### src/core/pgct_pkg.sv
/*
 * pgct_pkg: constants for the pattern generator color table.
 * Assumes byte-wide color registers reached as word slots over AHB-Lite.
 */
package pgct_pkg;

   localparam int unsigned DATA_W     = 8;
   localparam int unsigned FIFO_W     = 9;
   localparam int unsigned FIFO_DEPTH = 8;

   // register indices; byte address is four times the index
   localparam logic [5:0] IDX_COLOR0   = 6'h10;
   localparam logic [5:0] IDX_COLOR1   = 6'h11;
   localparam logic [5:0] IDX_COLOR2   = 6'h12;
   localparam logic [5:0] IDX_BAR3     = 6'h13;
   localparam logic [5:0] IDX_BAR4     = 6'h14;
   localparam logic [5:0] IDX_BAR5     = 6'h15;
   localparam logic [5:0] IDX_BAR6     = 6'h16;
   localparam logic [5:0] IDX_BAR7     = 6'h17;
   localparam logic [5:0] IDX_FIXED9   = 6'h18;
   localparam logic [5:0] IDX_FIXED10  = 6'h19;
   localparam logic [5:0] IDX_FIXED11  = 6'h1a;
   localparam logic [5:0] IDX_FIXED12  = 6'h1b;
   localparam logic [5:0] IDX_FIXED13  = 6'h1c;
   localparam logic [5:0] IDX_FIXED14  = 6'h1d;
   localparam logic [5:0] IDX_FIXED15  = 6'h1e;
   localparam logic [5:0] IDX_RESERVED = 6'h1f;
   localparam logic [5:0] IDX_CTRL     = 6'h20;
   localparam logic [5:0] IDX_BARW     = 6'h21;
   localparam logic [5:0] IDX_LINELEN  = 6'h22;
   localparam logic [5:0] IDX_STATUS   = 6'h23;

   // control fields
   localparam int unsigned CTRL_RUN_BIT   = 0;
   localparam int unsigned CTRL_FIXED_BIT = 1;
   localparam logic [1:0]  CTRL_RST       = 2'h0;
   localparam logic [15:0] BARW_RST       = 16'h0004;
   localparam logic [15:0] LINELEN_RST    = 16'h0010;

   // pattern sequencing
   localparam logic [3:0] LAST_BAR   = 4'h7;
   localparam logic [3:0] LAST_FIXED = 4'he;

   // reset bytes of table slots 0..15
   localparam logic [7:0] COLOR_RST [0:15] = '{
      8'haa, 8'h33, 8'hf0, 8'h7f, 8'h55, 8'hcc, 8'h0f, 8'h80,
      8'h00, 8'h00, 8'h00, 8'h00, 8'h00, 8'h00, 8'h00, 8'h00};

   typedef enum logic [1:0] {
      PGCT_BUS_IDLE,
      PGCT_BUS_RD1,
      PGCT_BUS_RD2
   } pgct_bus_t;

   function automatic logic [3:0] wrap_inc(input logic [3:0] i, input logic [3:0] last);
      wrap_inc = (i == last) ? 4'h0 : i + 4'h1;
   endfunction : wrap_inc

   function automatic logic is_table(input logic [5:0] idx);
      is_table = (idx >= IDX_COLOR0) && (idx <= IDX_FIXED15);
   endfunction : is_table

endpackage : pgct_pkg

### src/core/pgct_colormem.sv
/*
 * pgct_colormem: sixteen color bytes with reset values, one write port,
 * two read ports whose data come out of registers and hold when not enabled.
 * Assumes one clock; slot 15 never written by the caller.
 */
`timescale 1ns/1ps
`default_nettype none
module pgct_colormem (
   // clock and reset
   input  wire logic       mclk,
   input  wire logic       rst,
   // write port
   input  wire logic       we,
   input  wire logic [3:0] waddr,
   input  wire logic [7:0] wdata,
   // bus read port
   input  wire logic       bus_re,
   input  wire logic [3:0] bus_addr,
   output logic [7:0]      bus_rdata,
   // pattern read port
   input  wire logic       pat_re,
   input  wire logic [3:0] pat_addr,
   output logic [7:0]      pat_rdata
);
   logic [7:0] slot_reg  [16];
   logic [7:0] slot_next [16];
   logic [7:0] bus_next;
   logic [7:0] pat_next;

   always_comb begin
      for (int i = 0; i < 16; i++) begin
         slot_next[i] = (we && waddr == 4'(i)) ? wdata : slot_reg[i];
      end
      bus_next = bus_re ? slot_reg[bus_addr] : bus_rdata;
      pat_next = pat_re ? slot_reg[pat_addr] : pat_rdata;
   end

   always_ff @(posedge mclk or posedge rst) begin
      if (rst) begin
         for (int i = 0; i < 16; i++) begin
            slot_reg[i] <= pgct_pkg::COLOR_RST[i];
         end
         bus_rdata <= 8'h00;
         pat_rdata <= 8'h00;
      end else begin
         slot_reg  <= slot_next;
         bus_rdata <= bus_next;
         pat_rdata <= pat_next;
      end
   end
endmodule : pgct_colormem
`default_nettype wire

### src/core/pgct_fifo.sv
/*
 * pgct_fifo: synchronous FIFO with valid/ready on both sides.
 * Assumes one clock; depth is a power of two.
 */
`timescale 1ns/1ps
`default_nettype none
module pgct_fifo #(
   parameter int unsigned WIDTH = 9,
   parameter int unsigned DEPTH = 8
) (
   // clock and reset
   input  wire logic                     mclk,
   input  wire logic                     rst,
   // fill side
   input  wire logic                     in_valid,
   output logic                          in_ready,
   input  wire logic [WIDTH-1:0]         in_data,
   // drain side
   output logic                          out_valid,
   input  wire logic                     out_ready,
   output logic [WIDTH-1:0]              out_data,
   // fill level
   output logic [$clog2(DEPTH):0]        count
);
   localparam int unsigned AW = $clog2(DEPTH);

   logic [WIDTH-1:0] mem_reg [DEPTH];
   logic [AW:0]      wptr_reg;
   logic [AW:0]      rptr_reg;
   logic [AW:0]      wptr_next;
   logic [AW:0]      rptr_next;
   logic             push;
   logic             pop;

   always_comb begin
      count     = wptr_reg - rptr_reg;
      in_ready  = (count != DEPTH[AW:0]);
      out_valid = (count != '0);
      out_data  = mem_reg[rptr_reg[AW-1:0]];
      push      = in_valid && in_ready;
      pop       = out_valid && out_ready;
      wptr_next = push ? wptr_reg + 1'b1 : wptr_reg;
      rptr_next = pop ? rptr_reg + 1'b1 : rptr_reg;
   end

   always_ff @(posedge mclk or posedge rst) begin
      if (rst) begin
         wptr_reg <= '0;
         rptr_reg <= '0;
      end else begin
         wptr_reg <= wptr_next;
         rptr_reg <= rptr_next;
      end
   end

   always_ff @(posedge mclk) begin
      if (push) begin
         mem_reg[wptr_reg[AW-1:0]] <= in_data;
      end
   end
endmodule : pgct_fifo
`default_nettype wire

### src/core/pgct_top.sv
/*
 * pgct_top: pattern generator color table with its byte sequencer.
 * Holds the color bytes behind an AHB-Lite slave and streams the
 * color-bar or fixed-color pattern through an 8-word FIFO.
 * Assumes a single AHB master, word transfers only, and a downstream
 * consumer on mclk using valid/ready.
 */
// Functional notes
// - in color-bar mode bar 3 carries the bar3_byte value, and in fixed mode it is pattern byte four.
// - in color-bar mode bar 4 carries the bar4_byte value, and in fixed mode it is pattern byte five.
// - in color-bar mode bar 5 carries the bar5_byte value, and in fixed mode it is pattern byte six.
// - in color-bar mode bar 6 carries the bar6_byte value, and in fixed mode it is pattern byte seven.
// - in color-bar mode bar 7, the last bar, carries bar7_byte, and in fixed mode it is pattern byte eight.
// - fixed_byte_9 and fixed_byte_10 feed pattern bytes nine and ten in fixed mode only.
// - fixed_byte_11 to fixed_byte_15 feed pattern bytes eleven to fifteen in order in fixed mode.
// - bar bytes 3 to 7 reset to 7f, 55, cc, 0f, 80 and fixed bytes 9 and 10 reset to zero.
// - bars 0 to 2 and fixed bytes one to three come from slots 0x10 to 0x12, reset aa, 33, f0.
`timescale 1ns/1ps
`default_nettype none
module pgct_top (
   // clock and reset
   input  wire logic        mclk,
   input  wire logic        rst,
   // ahb-lite slave
   input  wire logic        hsel,
   input  wire logic [31:0] haddr,
   input  wire logic [1:0]  htrans,
   input  wire logic        hwrite,
   input  wire logic [2:0]  hsize,
   input  wire logic [31:0] hwdata,
   input  wire logic        hready,
   output logic             hreadyout,
   output logic [31:0]      hrdata,
   output logic             hresp,
   // pattern byte stream
   output logic [7:0]       pix_data,
   output logic             pix_valid,
   output logic             pix_last,
   input  wire logic        pix_ready
);
   // bus slave state
   pgct_pkg::pgct_bus_t bus_reg, bus_next;
   logic        wr_pend_reg, wr_pend_next;
   logic [5:0]  idx_reg, idx_next;
   logic        hready_reg, hready_next;
   logic [31:0] hrdata_reg, hrdata_next;
   logic        accept;
   logic        bus_re;
   logic        mem_we;
   // control registers
   logic [1:0]  ctrl_reg, ctrl_next;
   logic [15:0] barw_reg, barw_next;
   logic [15:0] linelen_reg, linelen_next;
   logic        run;
   logic        fixed_mode;
   // sequencer
   logic [3:0]  seq_idx_reg, seq_idx_next;
   logic [15:0] byte_cnt_reg, byte_cnt_next;
   logic [15:0] line_cnt_reg, line_cnt_next;
   logic        pend_reg, pend_next;
   logic [3:0]  pend_idx_reg, pend_idx_next;
   logic        pend_last_reg, pend_last_next;
   logic        pend_fixed_reg, pend_fixed_next;
   logic        adv;
   logic        seg_end;
   logic        line_end;
   logic [3:0]  pat_addr;
   // memory and fifo wiring
   logic [7:0]  mem_bus_rdata;
   logic [7:0]  mem_pat_rdata;
   logic        fifo_in_ready;
   logic        fifo_out_valid;
   logic        fifo_out_ready;
   logic [8:0]  fifo_out_data;
   logic [3:0]  fifo_count;
   // output stage
   logic [7:0]  pix_data_reg, pix_data_next;
   logic        pix_valid_reg, pix_valid_next;
   logic        pix_last_reg, pix_last_next;

   // ---------------- bus slave
   always_comb begin
      accept       = hsel && hready && htrans[1];
      bus_next     = bus_reg;
      wr_pend_next = 1'b0;
      idx_next     = idx_reg;
      hready_next  = hready_reg;
      hrdata_next  = hrdata_reg;
      bus_re       = 1'b0;
      case (bus_reg)
         pgct_pkg::PGCT_BUS_IDLE: begin
            if (accept) begin
               idx_next = (haddr[31:8] == 24'h000000) ? haddr[7:2] : 6'h3f;
               if (hwrite) begin
                  wr_pend_next = 1'b1;
               end else begin
                  bus_next    = pgct_pkg::PGCT_BUS_RD1;
                  hready_next = 1'b0;
               end
            end
         end
         pgct_pkg::PGCT_BUS_RD1: begin
            bus_re   = 1'b1;
            bus_next = pgct_pkg::PGCT_BUS_RD2;
         end
         pgct_pkg::PGCT_BUS_RD2: begin
            if (pgct_pkg::is_table(idx_reg)) begin
               hrdata_next = {24'h000000, mem_bus_rdata};
            end else begin
               case (idx_reg)
                  pgct_pkg::IDX_CTRL:    hrdata_next = {30'h00000000, ctrl_reg};
                  pgct_pkg::IDX_BARW:    hrdata_next = {16'h0000, barw_reg};
                  pgct_pkg::IDX_LINELEN: hrdata_next = {16'h0000, linelen_reg};
                  pgct_pkg::IDX_STATUS:  hrdata_next = {26'h0000000, pend_reg, run, fifo_count};
                  default:               hrdata_next = 32'h00000000;
               endcase
            end
            hready_next = 1'b1;
            bus_next    = pgct_pkg::PGCT_BUS_IDLE;
         end
         default: begin
            bus_next    = pgct_pkg::PGCT_BUS_IDLE;
            hready_next = 1'b1;
         end
      endcase
   end

   always_ff @(posedge mclk or posedge rst) begin
      if (rst) begin
         bus_reg     <= pgct_pkg::PGCT_BUS_IDLE;
         wr_pend_reg <= 1'b0;
         idx_reg     <= 6'h00;
         hready_reg  <= 1'b1;
         hrdata_reg  <= 32'h00000000;
      end else begin
         bus_reg     <= bus_next;
         wr_pend_reg <= wr_pend_next;
         idx_reg     <= idx_next;
         hready_reg  <= hready_next;
         hrdata_reg  <= hrdata_next;
      end
   end

   // ---------------- control registers; reserved slot drops writes
   always_comb begin
      mem_we       = wr_pend_reg && pgct_pkg::is_table(idx_reg);
      ctrl_next    = ctrl_reg;
      barw_next    = barw_reg;
      linelen_next = linelen_reg;
      if (wr_pend_reg) begin
         case (idx_reg)
            pgct_pkg::IDX_CTRL:    ctrl_next    = hwdata[1:0];
            pgct_pkg::IDX_BARW:    barw_next    = hwdata[15:0];
            pgct_pkg::IDX_LINELEN: linelen_next = hwdata[15:0];
            default:               ctrl_next    = ctrl_reg;
         endcase
      end
      run        = ctrl_reg[pgct_pkg::CTRL_RUN_BIT];
      fixed_mode = ctrl_reg[pgct_pkg::CTRL_FIXED_BIT];
   end

   always_ff @(posedge mclk or posedge rst) begin
      if (rst) begin
         ctrl_reg    <= pgct_pkg::CTRL_RST;
         barw_reg    <= pgct_pkg::BARW_RST;
         linelen_reg <= pgct_pkg::LINELEN_RST;
      end else begin
         ctrl_reg    <= ctrl_next;
         barw_reg    <= barw_next;
         linelen_reg <= linelen_next;
      end
   end

   pgct_colormem u_mem (
      .mclk      (mclk),
      .rst       (rst),
      .we        (mem_we),
      .waddr     (idx_reg[3:0]),
      .wdata     (hwdata[7:0]),
      .bus_re    (bus_re),
      .bus_addr  (idx_reg[3:0]),
      .bus_rdata (mem_bus_rdata),
      .pat_re    (adv),
      .pat_addr  (pat_addr),
      .pat_rdata (mem_pat_rdata)
   );

   // ---------------- byte sequencer; one table read per byte
   always_comb begin
      adv      = run && (!pend_reg || fifo_in_ready);
      seg_end  = (byte_cnt_reg >= barw_reg - 16'h0001) || (barw_reg == 16'h0000);
      line_end = (line_cnt_reg >= linelen_reg - 16'h0001) || (linelen_reg == 16'h0000);
      // bar mode only ever reaches slots 0..7
      pat_addr = fixed_mode ? seq_idx_reg : {1'b0, seq_idx_reg[2:0]};
      seq_idx_next    = seq_idx_reg;
      byte_cnt_next   = byte_cnt_reg;
      line_cnt_next   = line_cnt_reg;
      pend_idx_next   = pend_idx_reg;
      pend_last_next  = pend_last_reg;
      pend_fixed_next = pend_fixed_reg;
      pend_next       = (pend_reg && !fifo_in_ready);
      if (!run) begin
         seq_idx_next  = 4'h0;
         byte_cnt_next = 16'h0000;
         line_cnt_next = 16'h0000;
      end else if (adv) begin
         pend_next       = 1'b1;
         pend_idx_next   = pat_addr;
         pend_fixed_next = fixed_mode;
         if (fixed_mode) begin
            pend_last_next = line_end;
            if (line_end) begin
               line_cnt_next = 16'h0000;
               seq_idx_next  = 4'h0;
            end else begin
               line_cnt_next = line_cnt_reg + 16'h0001;
               seq_idx_next  = pgct_pkg::wrap_inc(seq_idx_reg, pgct_pkg::LAST_FIXED);
            end
         end else begin
            pend_last_next = seg_end && (seq_idx_reg[2:0] == pgct_pkg::LAST_BAR[2:0]);
            if (seg_end) begin
               byte_cnt_next = 16'h0000;
               seq_idx_next  = pgct_pkg::wrap_inc({1'b0, seq_idx_reg[2:0]}, pgct_pkg::LAST_BAR);
            end else begin
               byte_cnt_next = byte_cnt_reg + 16'h0001;
            end
         end
      end
   end

   always_ff @(posedge mclk or posedge rst) begin
      if (rst) begin
         seq_idx_reg    <= 4'h0;
         byte_cnt_reg   <= 16'h0000;
         line_cnt_reg   <= 16'h0000;
         pend_reg       <= 1'b0;
         pend_idx_reg   <= 4'h0;
         pend_last_reg  <= 1'b0;
         pend_fixed_reg <= 1'b0;
      end else begin
         seq_idx_reg    <= seq_idx_next;
         byte_cnt_reg   <= byte_cnt_next;
         line_cnt_reg   <= line_cnt_next;
         pend_reg       <= pend_next;
         pend_idx_reg   <= pend_idx_next;
         pend_last_reg  <= pend_last_next;
         pend_fixed_reg <= pend_fixed_next;
      end
   end

   pgct_fifo #(
      .WIDTH (pgct_pkg::FIFO_W),
      .DEPTH (pgct_pkg::FIFO_DEPTH)
   ) u_fifo (
      .mclk      (mclk),
      .rst       (rst),
      .in_valid  (pend_reg),
      .in_ready  (fifo_in_ready),
      .in_data   ({pend_last_reg, mem_pat_rdata}),
      .out_valid (fifo_out_valid),
      .out_ready (fifo_out_ready),
      .out_data  (fifo_out_data),
      .count     (fifo_count)
   );

   // ---------------- registered output stage
   always_comb begin
      fifo_out_ready = !pix_valid_reg || pix_ready;
      pix_valid_next = pix_valid_reg && !pix_ready;
      pix_data_next  = pix_data_reg;
      pix_last_next  = pix_last_reg;
      if (fifo_out_ready && fifo_out_valid) begin
         pix_valid_next = 1'b1;
         pix_data_next  = fifo_out_data[7:0];
         pix_last_next  = fifo_out_data[8];
      end
   end

   always_ff @(posedge mclk or posedge rst) begin
      if (rst) begin
         pix_valid_reg <= 1'b0;
         pix_data_reg  <= 8'h00;
         pix_last_reg  <= 1'b0;
      end else begin
         pix_valid_reg <= pix_valid_next;
         pix_data_reg  <= pix_data_next;
         pix_last_reg  <= pix_last_next;
      end
   end

   assign hreadyout = hready_reg;
   assign hrdata    = hrdata_reg;
   assign hresp     = 1'b0;
   assign pix_data  = pix_data_reg;
   assign pix_valid = pix_valid_reg;
   assign pix_last  = pix_last_reg;

   // ---------------- checks
   logic untouched_reg;
   logic push;
   always_ff @(posedge mclk or posedge rst) begin
      if (rst) begin
         untouched_reg <= 1'b1;
      end else if (mem_we) begin
         untouched_reg <= 1'b0;
      end
   end
   assign push = pend_reg && fifo_in_ready;
endmodule : pgct_top
`default_nettype wire

### config.mk
export PLATFORM = sky130hd
export DESIGN_NAME = pgct_top
export DESIGN_NICKNAME = d
export VERILOG_FILES = /design/src/core/pgct_pkg.sv /design/src/core/pgct_colormem.sv /design/src/core/pgct_fifo.sv /design/src/core/pgct_top.sv
export SDC_FILE = /design/constraint.sdc
export NUM_CORES = 1
export LEC_CHECK = 0
export ABC_AREA = 1
export BUFFER_PORTS_ARGS = -buffer_cell sky130_fd_sc_hd__buf_2
export CORE_UTILIZATION = 50
export DETAILED_ROUTE_END_ITERATION = 7
export PLACE_DENSITY = 0.78
export SYNTH_ARGS = -nofsm -noshare
export SYNTH_HDL_FRONTEND = slang
export SYNTH_SLANG_ARGS = --single-unit
### constraint.sdc
create_clock -name mclk -period 10.4 [get_ports mclk]
set_input_delay 1.04 -clock mclk [delete_from_list [all_inputs] [get_ports mclk]]
set_output_delay 1.04 -clock mclk [all_outputs]
set_load 0.005 [all_outputs]
==> results.md <==
- The share of the Yosys chip area taken by registers is 0.5027.
- The global-route total usage across every layer is 0.2552.
- After filler insertion, the fill cell instance count of the layout stands at 2872.
- On the final layout, the worst clock skew is 0.02088 ns.
- The most used flip-flop cell after synthesis is sky130_fd_sc_hd__dfrtp_1.
- In the finished design, the share of the clock period the worst path needs comes to 0.3933.
- The number of antenna violations at the first check in global routing is 0.
- At the end of the flow the core is filled with cells to 0.5634.
- The design draws 4261 uW.
- The largest net degree at the start of global routing is 124.
- The routed via count divided by cell count is 5.817.
- In this run the horizontal extent of the chip is 188.2 um.
- The slew at the pin closest to its max-slew limit is 1.162 ns.
- The final hold violation count was 0.
- In this run the post-CTS setup repair buffer count came out at 0.
- The signal arrival time at the worst endpoint is 4.22 ns.
- The mapped netlist covers 17330 um^2.
- The average cell area after synthesis is 8.542 um^2.
- The detailed placer's ending HPWL is 28920 um.
- The number of pins exceeding their max-slew limit in the final report was 0.
- Setup repair after global routing left no endpoint under its margin.
- The signed area change from the synthesized netlist to the final layout is 9.811%.
- During placement, the flow inserted port buffers numbering 79.
- The clock tree from TritonCTS is yes.
- The class of the most critical hold timing path is reg -> reg.
- The multi-input combinational cells in the finished layout cover a total of 7500 um^2.
- The synthesized design spends more area on one cell type than any other, namely sky130_fd_sc_hd__dfrtp_1.
- The H-tree depth is 2.
- The detailed router finished its first iteration with 1692 violations.
- Once the clock tree was built, the resizer swapped 0 gates to a different size.
- The number of optimization iterations in the first detailed-route pass is 8.
- The number of design rule violations left after detail routing is 0.
- The peak clock frequency supported by timing is 0.2445 GHz.
- The number of rows in the core area is 67.
- After synthesis, the cell types taking the most area are sky130_fd_sc_hd__dfrtp_1 32%, sky130_fd_sc_hd__edfxtp_1 12%, sky130_fd_sc_hd__nand2_1 10%, sky130_fd_sc_hd__o21ai_0 6.1%, sky130_fd_sc_hd__dfstp_2 5.3%.
- The maximum net fanout on the critical path is 21.
- Dividing total power by cell area gives a power density of 223.9 nW/um^2.
- Setup violations remaining at the end of the flow were counted as 0.
- In the layout the commonest cells are 480 x sky130_fd_sc_hd__nand2_1, 226 x sky130_fd_sc_hd__nor2_1, 224 x sky130_fd_sc_hd__dfrtp_1, 210 x sky130_fd_sc_hd__o21ai_0, 135 x sky130_fd_sc_hd__inv_1.
- The total detailed-routing wirelength is 45440 um.
- The sequential cells in the finished layout cover a total of 8713 um^2.
- The number of cells produced by synthesis is 2029.
- Yosys mapped a number of flops with a built-in enable equal to 72.
- For this configuration, the core starts out at a cell density of 0.5130.
- The clock sink count is 332.
- The clock transition at the registers of the reported paths is 0.06 ns.
- After routing, the total negative slack on setup checks comes to 0 ns.
- For this design, the CTS-stage hold fixing added 0 buffers.
- The number of buffers inserted during clock tree synthesis is 36.
- The worst setup path is launched from a register.
- The number of antenna diodes in the final layout is 0.
- At the worst endpoint, the required time is 10.53 ns.
- From bottom edge to top edge, the die measures 188.2 um.
- The share of synthesized area in the top cell type comes to 0.3249.
- The type of destination of the critical path is a register.
- The final antenna-violating net count is 0.
- The number of global-route vias before repair is 14000.
- The register with the most flip-flops in the layout has 128 of them.
- Leaving out fill and tap cells, the most frequent cell in the layout is sky130_fd_sc_hd__nand2_1.
- The clock insertion delay at the later pin of the skew report is 0.53 ns.
- The number of warnings reported in the yosys synthesis log is 0.
- The cell chosen for the clock root is sky130_fd_sc_hd__clkbuf_16.
- Counting along the longest clock path gives a buffer depth of 3.
- In the synthesized netlist the async set-or-reset flop fraction comes to 0.7831.
- The die covers 35410 um^2.
- The core region area is 33780 um^2.
- The congestion estimate from routability-driven global placement came to 0.8734.
- The proportion of layout cells with a drive suffix above 1 is 0.1175.
- The worst IR drop on VDD is 0.0001806 V.
- The final layout contains 2170 nets.
- The clock period minus worst slack is 4.090 ns.
- After detailed routing, the average wire length per cell comes to 17.99 um.
- The run finished with clean final reports.
- For this design the top-level I/O count stands at 119.
- Measured against its own limit, the worst slew margin works out to 0.2222.
- The total of max-cap violations is 0.
- The routed layout has 14690 vias.
- The static leakage is 0.009107 uW.
- The count of unique library cells instantiated by Yosys is 52.
- The critical path in this run is classified as reg -> reg.
- Global routing finished with a remaining overflow of 0.
- The first-pass GRT wire length is 72730 um.
- The register bit count reported by yosys is 332.
-- kinds of logic (layout without fill, tap and decap cells) --
group | Yosys count | after routing | share of synthesized area
other | 1 | 17 | 0.0002164
buffers and inverters | 270 | 302 | 0.06808
adders and majority gates | 46 | 46 | 0.03364
DFF | 332 | 332 | 0.5027
xor gates and xnor gates | 43 | 43 | 0.02173
and+or+nand+nor | 841 | 841 | 0.2014
AOI/OAI and AO/OA | 496 | 496 | 0.1722
-- routing by layer --
| layer | part of all wire | wire length [um] | track usage | up-vias |
|---|---|---|---|---|
| met2 | 0.48 | 21820 | 0.4200 | 644 |
| li1 | - | - | - | 6866 |
| met3 | 0.068 | 3082 | 0.03371 | 116 |
| met4 | 0.034 | 1546 | 0.1079 | 0 |
| met1 | 0.42 | 18980 | 0.3399 | 7063 |
| met5 | 0 | 0 | 0 | - |
-- path summary, 6_finish.rpt --
check,from,to,slack (ns),depth (start not counted)
worst max-delay path,u_fifo.rptr_reg[1],u_fifo.mem_reg[2][6],6.31,10
worst min-delay path,u_mem.slot_reg[1],u_mem.slot_reg[1],0.40,0
worst max register to register,u_fifo.rptr_reg[1],u_fifo.mem_reg[2][6],6.31,10
worst min register to register,u_mem.slot_reg[1],u_mem.slot_reg[1],0.40,0
max in group asynchronous,rst,seq_idx_reg[0],8.18,3
min in group asynchronous,rst,u_mem.slot_reg[76],0.63,2
-- per-stage QoR --
stage	hold slack, ns	instance area (um^2)	cells	setup WS (ns)
final	0.4048	19030	2525	6.310
after global routing	0.4252	19030	2525	5.950
after CTS	0.4065	19030	2525	6.405
after detailed placement	0.3908	17810	2459	6.412
after global placement	0.3872	17810	2459	6.486
after floorplan	0.4518	17390	2045	2.263
-- synth_stat cells, drive strengths merged (3+ instances only) --
| master | count |
|---|---|
| inv | 142 |
| xnor2 | 7 |
| a41oi | 8 |
| nor4 | 8 |
| clkinv | 4 |
| and2 | 3 |
| buf | 48 |
| o21bai | 3 |
| a21oi | 28 |
| clkbuf | 76 |
| nor3 | 22 |
| ha | 45 |
| nand4 | 9 |
| a22oi | 64 |
| nor2 | 229 |
| o221ai | 15 |
| dfrtp | 225 |
| a31oi | 18 |
| xor2 | 36 |
| o21ai | 286 |
| nand2 | 493 |
| edfxtp | 72 |
| o22ai | 60 |
| nand3 | 73 |
| a21boi | 8 |
| dfstp | 35 |
-- where the power goes --
group	switching, uW	internal, uW
clock	535	769
combinational	883	363
sequential	140	1570
-- worst max-delay path: stages, from the launching register on --
cell and delay (ns):
sky130_fd_sc_hd__dfrtp_1 0.82, sky130_fd_sc_hd__inv_1 0.57, sky130_fd_sc_hd__fa_1 0.68, sky130_fd_sc_hd__inv_1 0.09, sky130_fd_sc_hd__nand2_1 0.06, sky130_fd_sc_hd__and2b_1 0.22, sky130_fd_sc_hd__nand2_1 0.08, sky130_fd_sc_hd__nand2_1 0.07
sky130_fd_sc_hd__inv_1 0.14, sky130_fd_sc_hd__nand2_1 0.16, sky130_fd_sc_hd__nor2_1 0.80
-- area by class of cell --
| cell class | count | area share |
|---|---|---|
| Clock inverter | 14 | 0.008086 |
| Clock buffer | 52 | 0.05588 |
| Multi-Input combinational cell | 1443 | 0.3941 |
| Inverter | 146 | 0.02958 |
| Timing Repair Buffer | 90 | 0.02511 |
| Sequential cell | 332 | 0.4578 |
| Tap cell | 448 | 0.02945 |
Power figures use the tool's default switching activity.
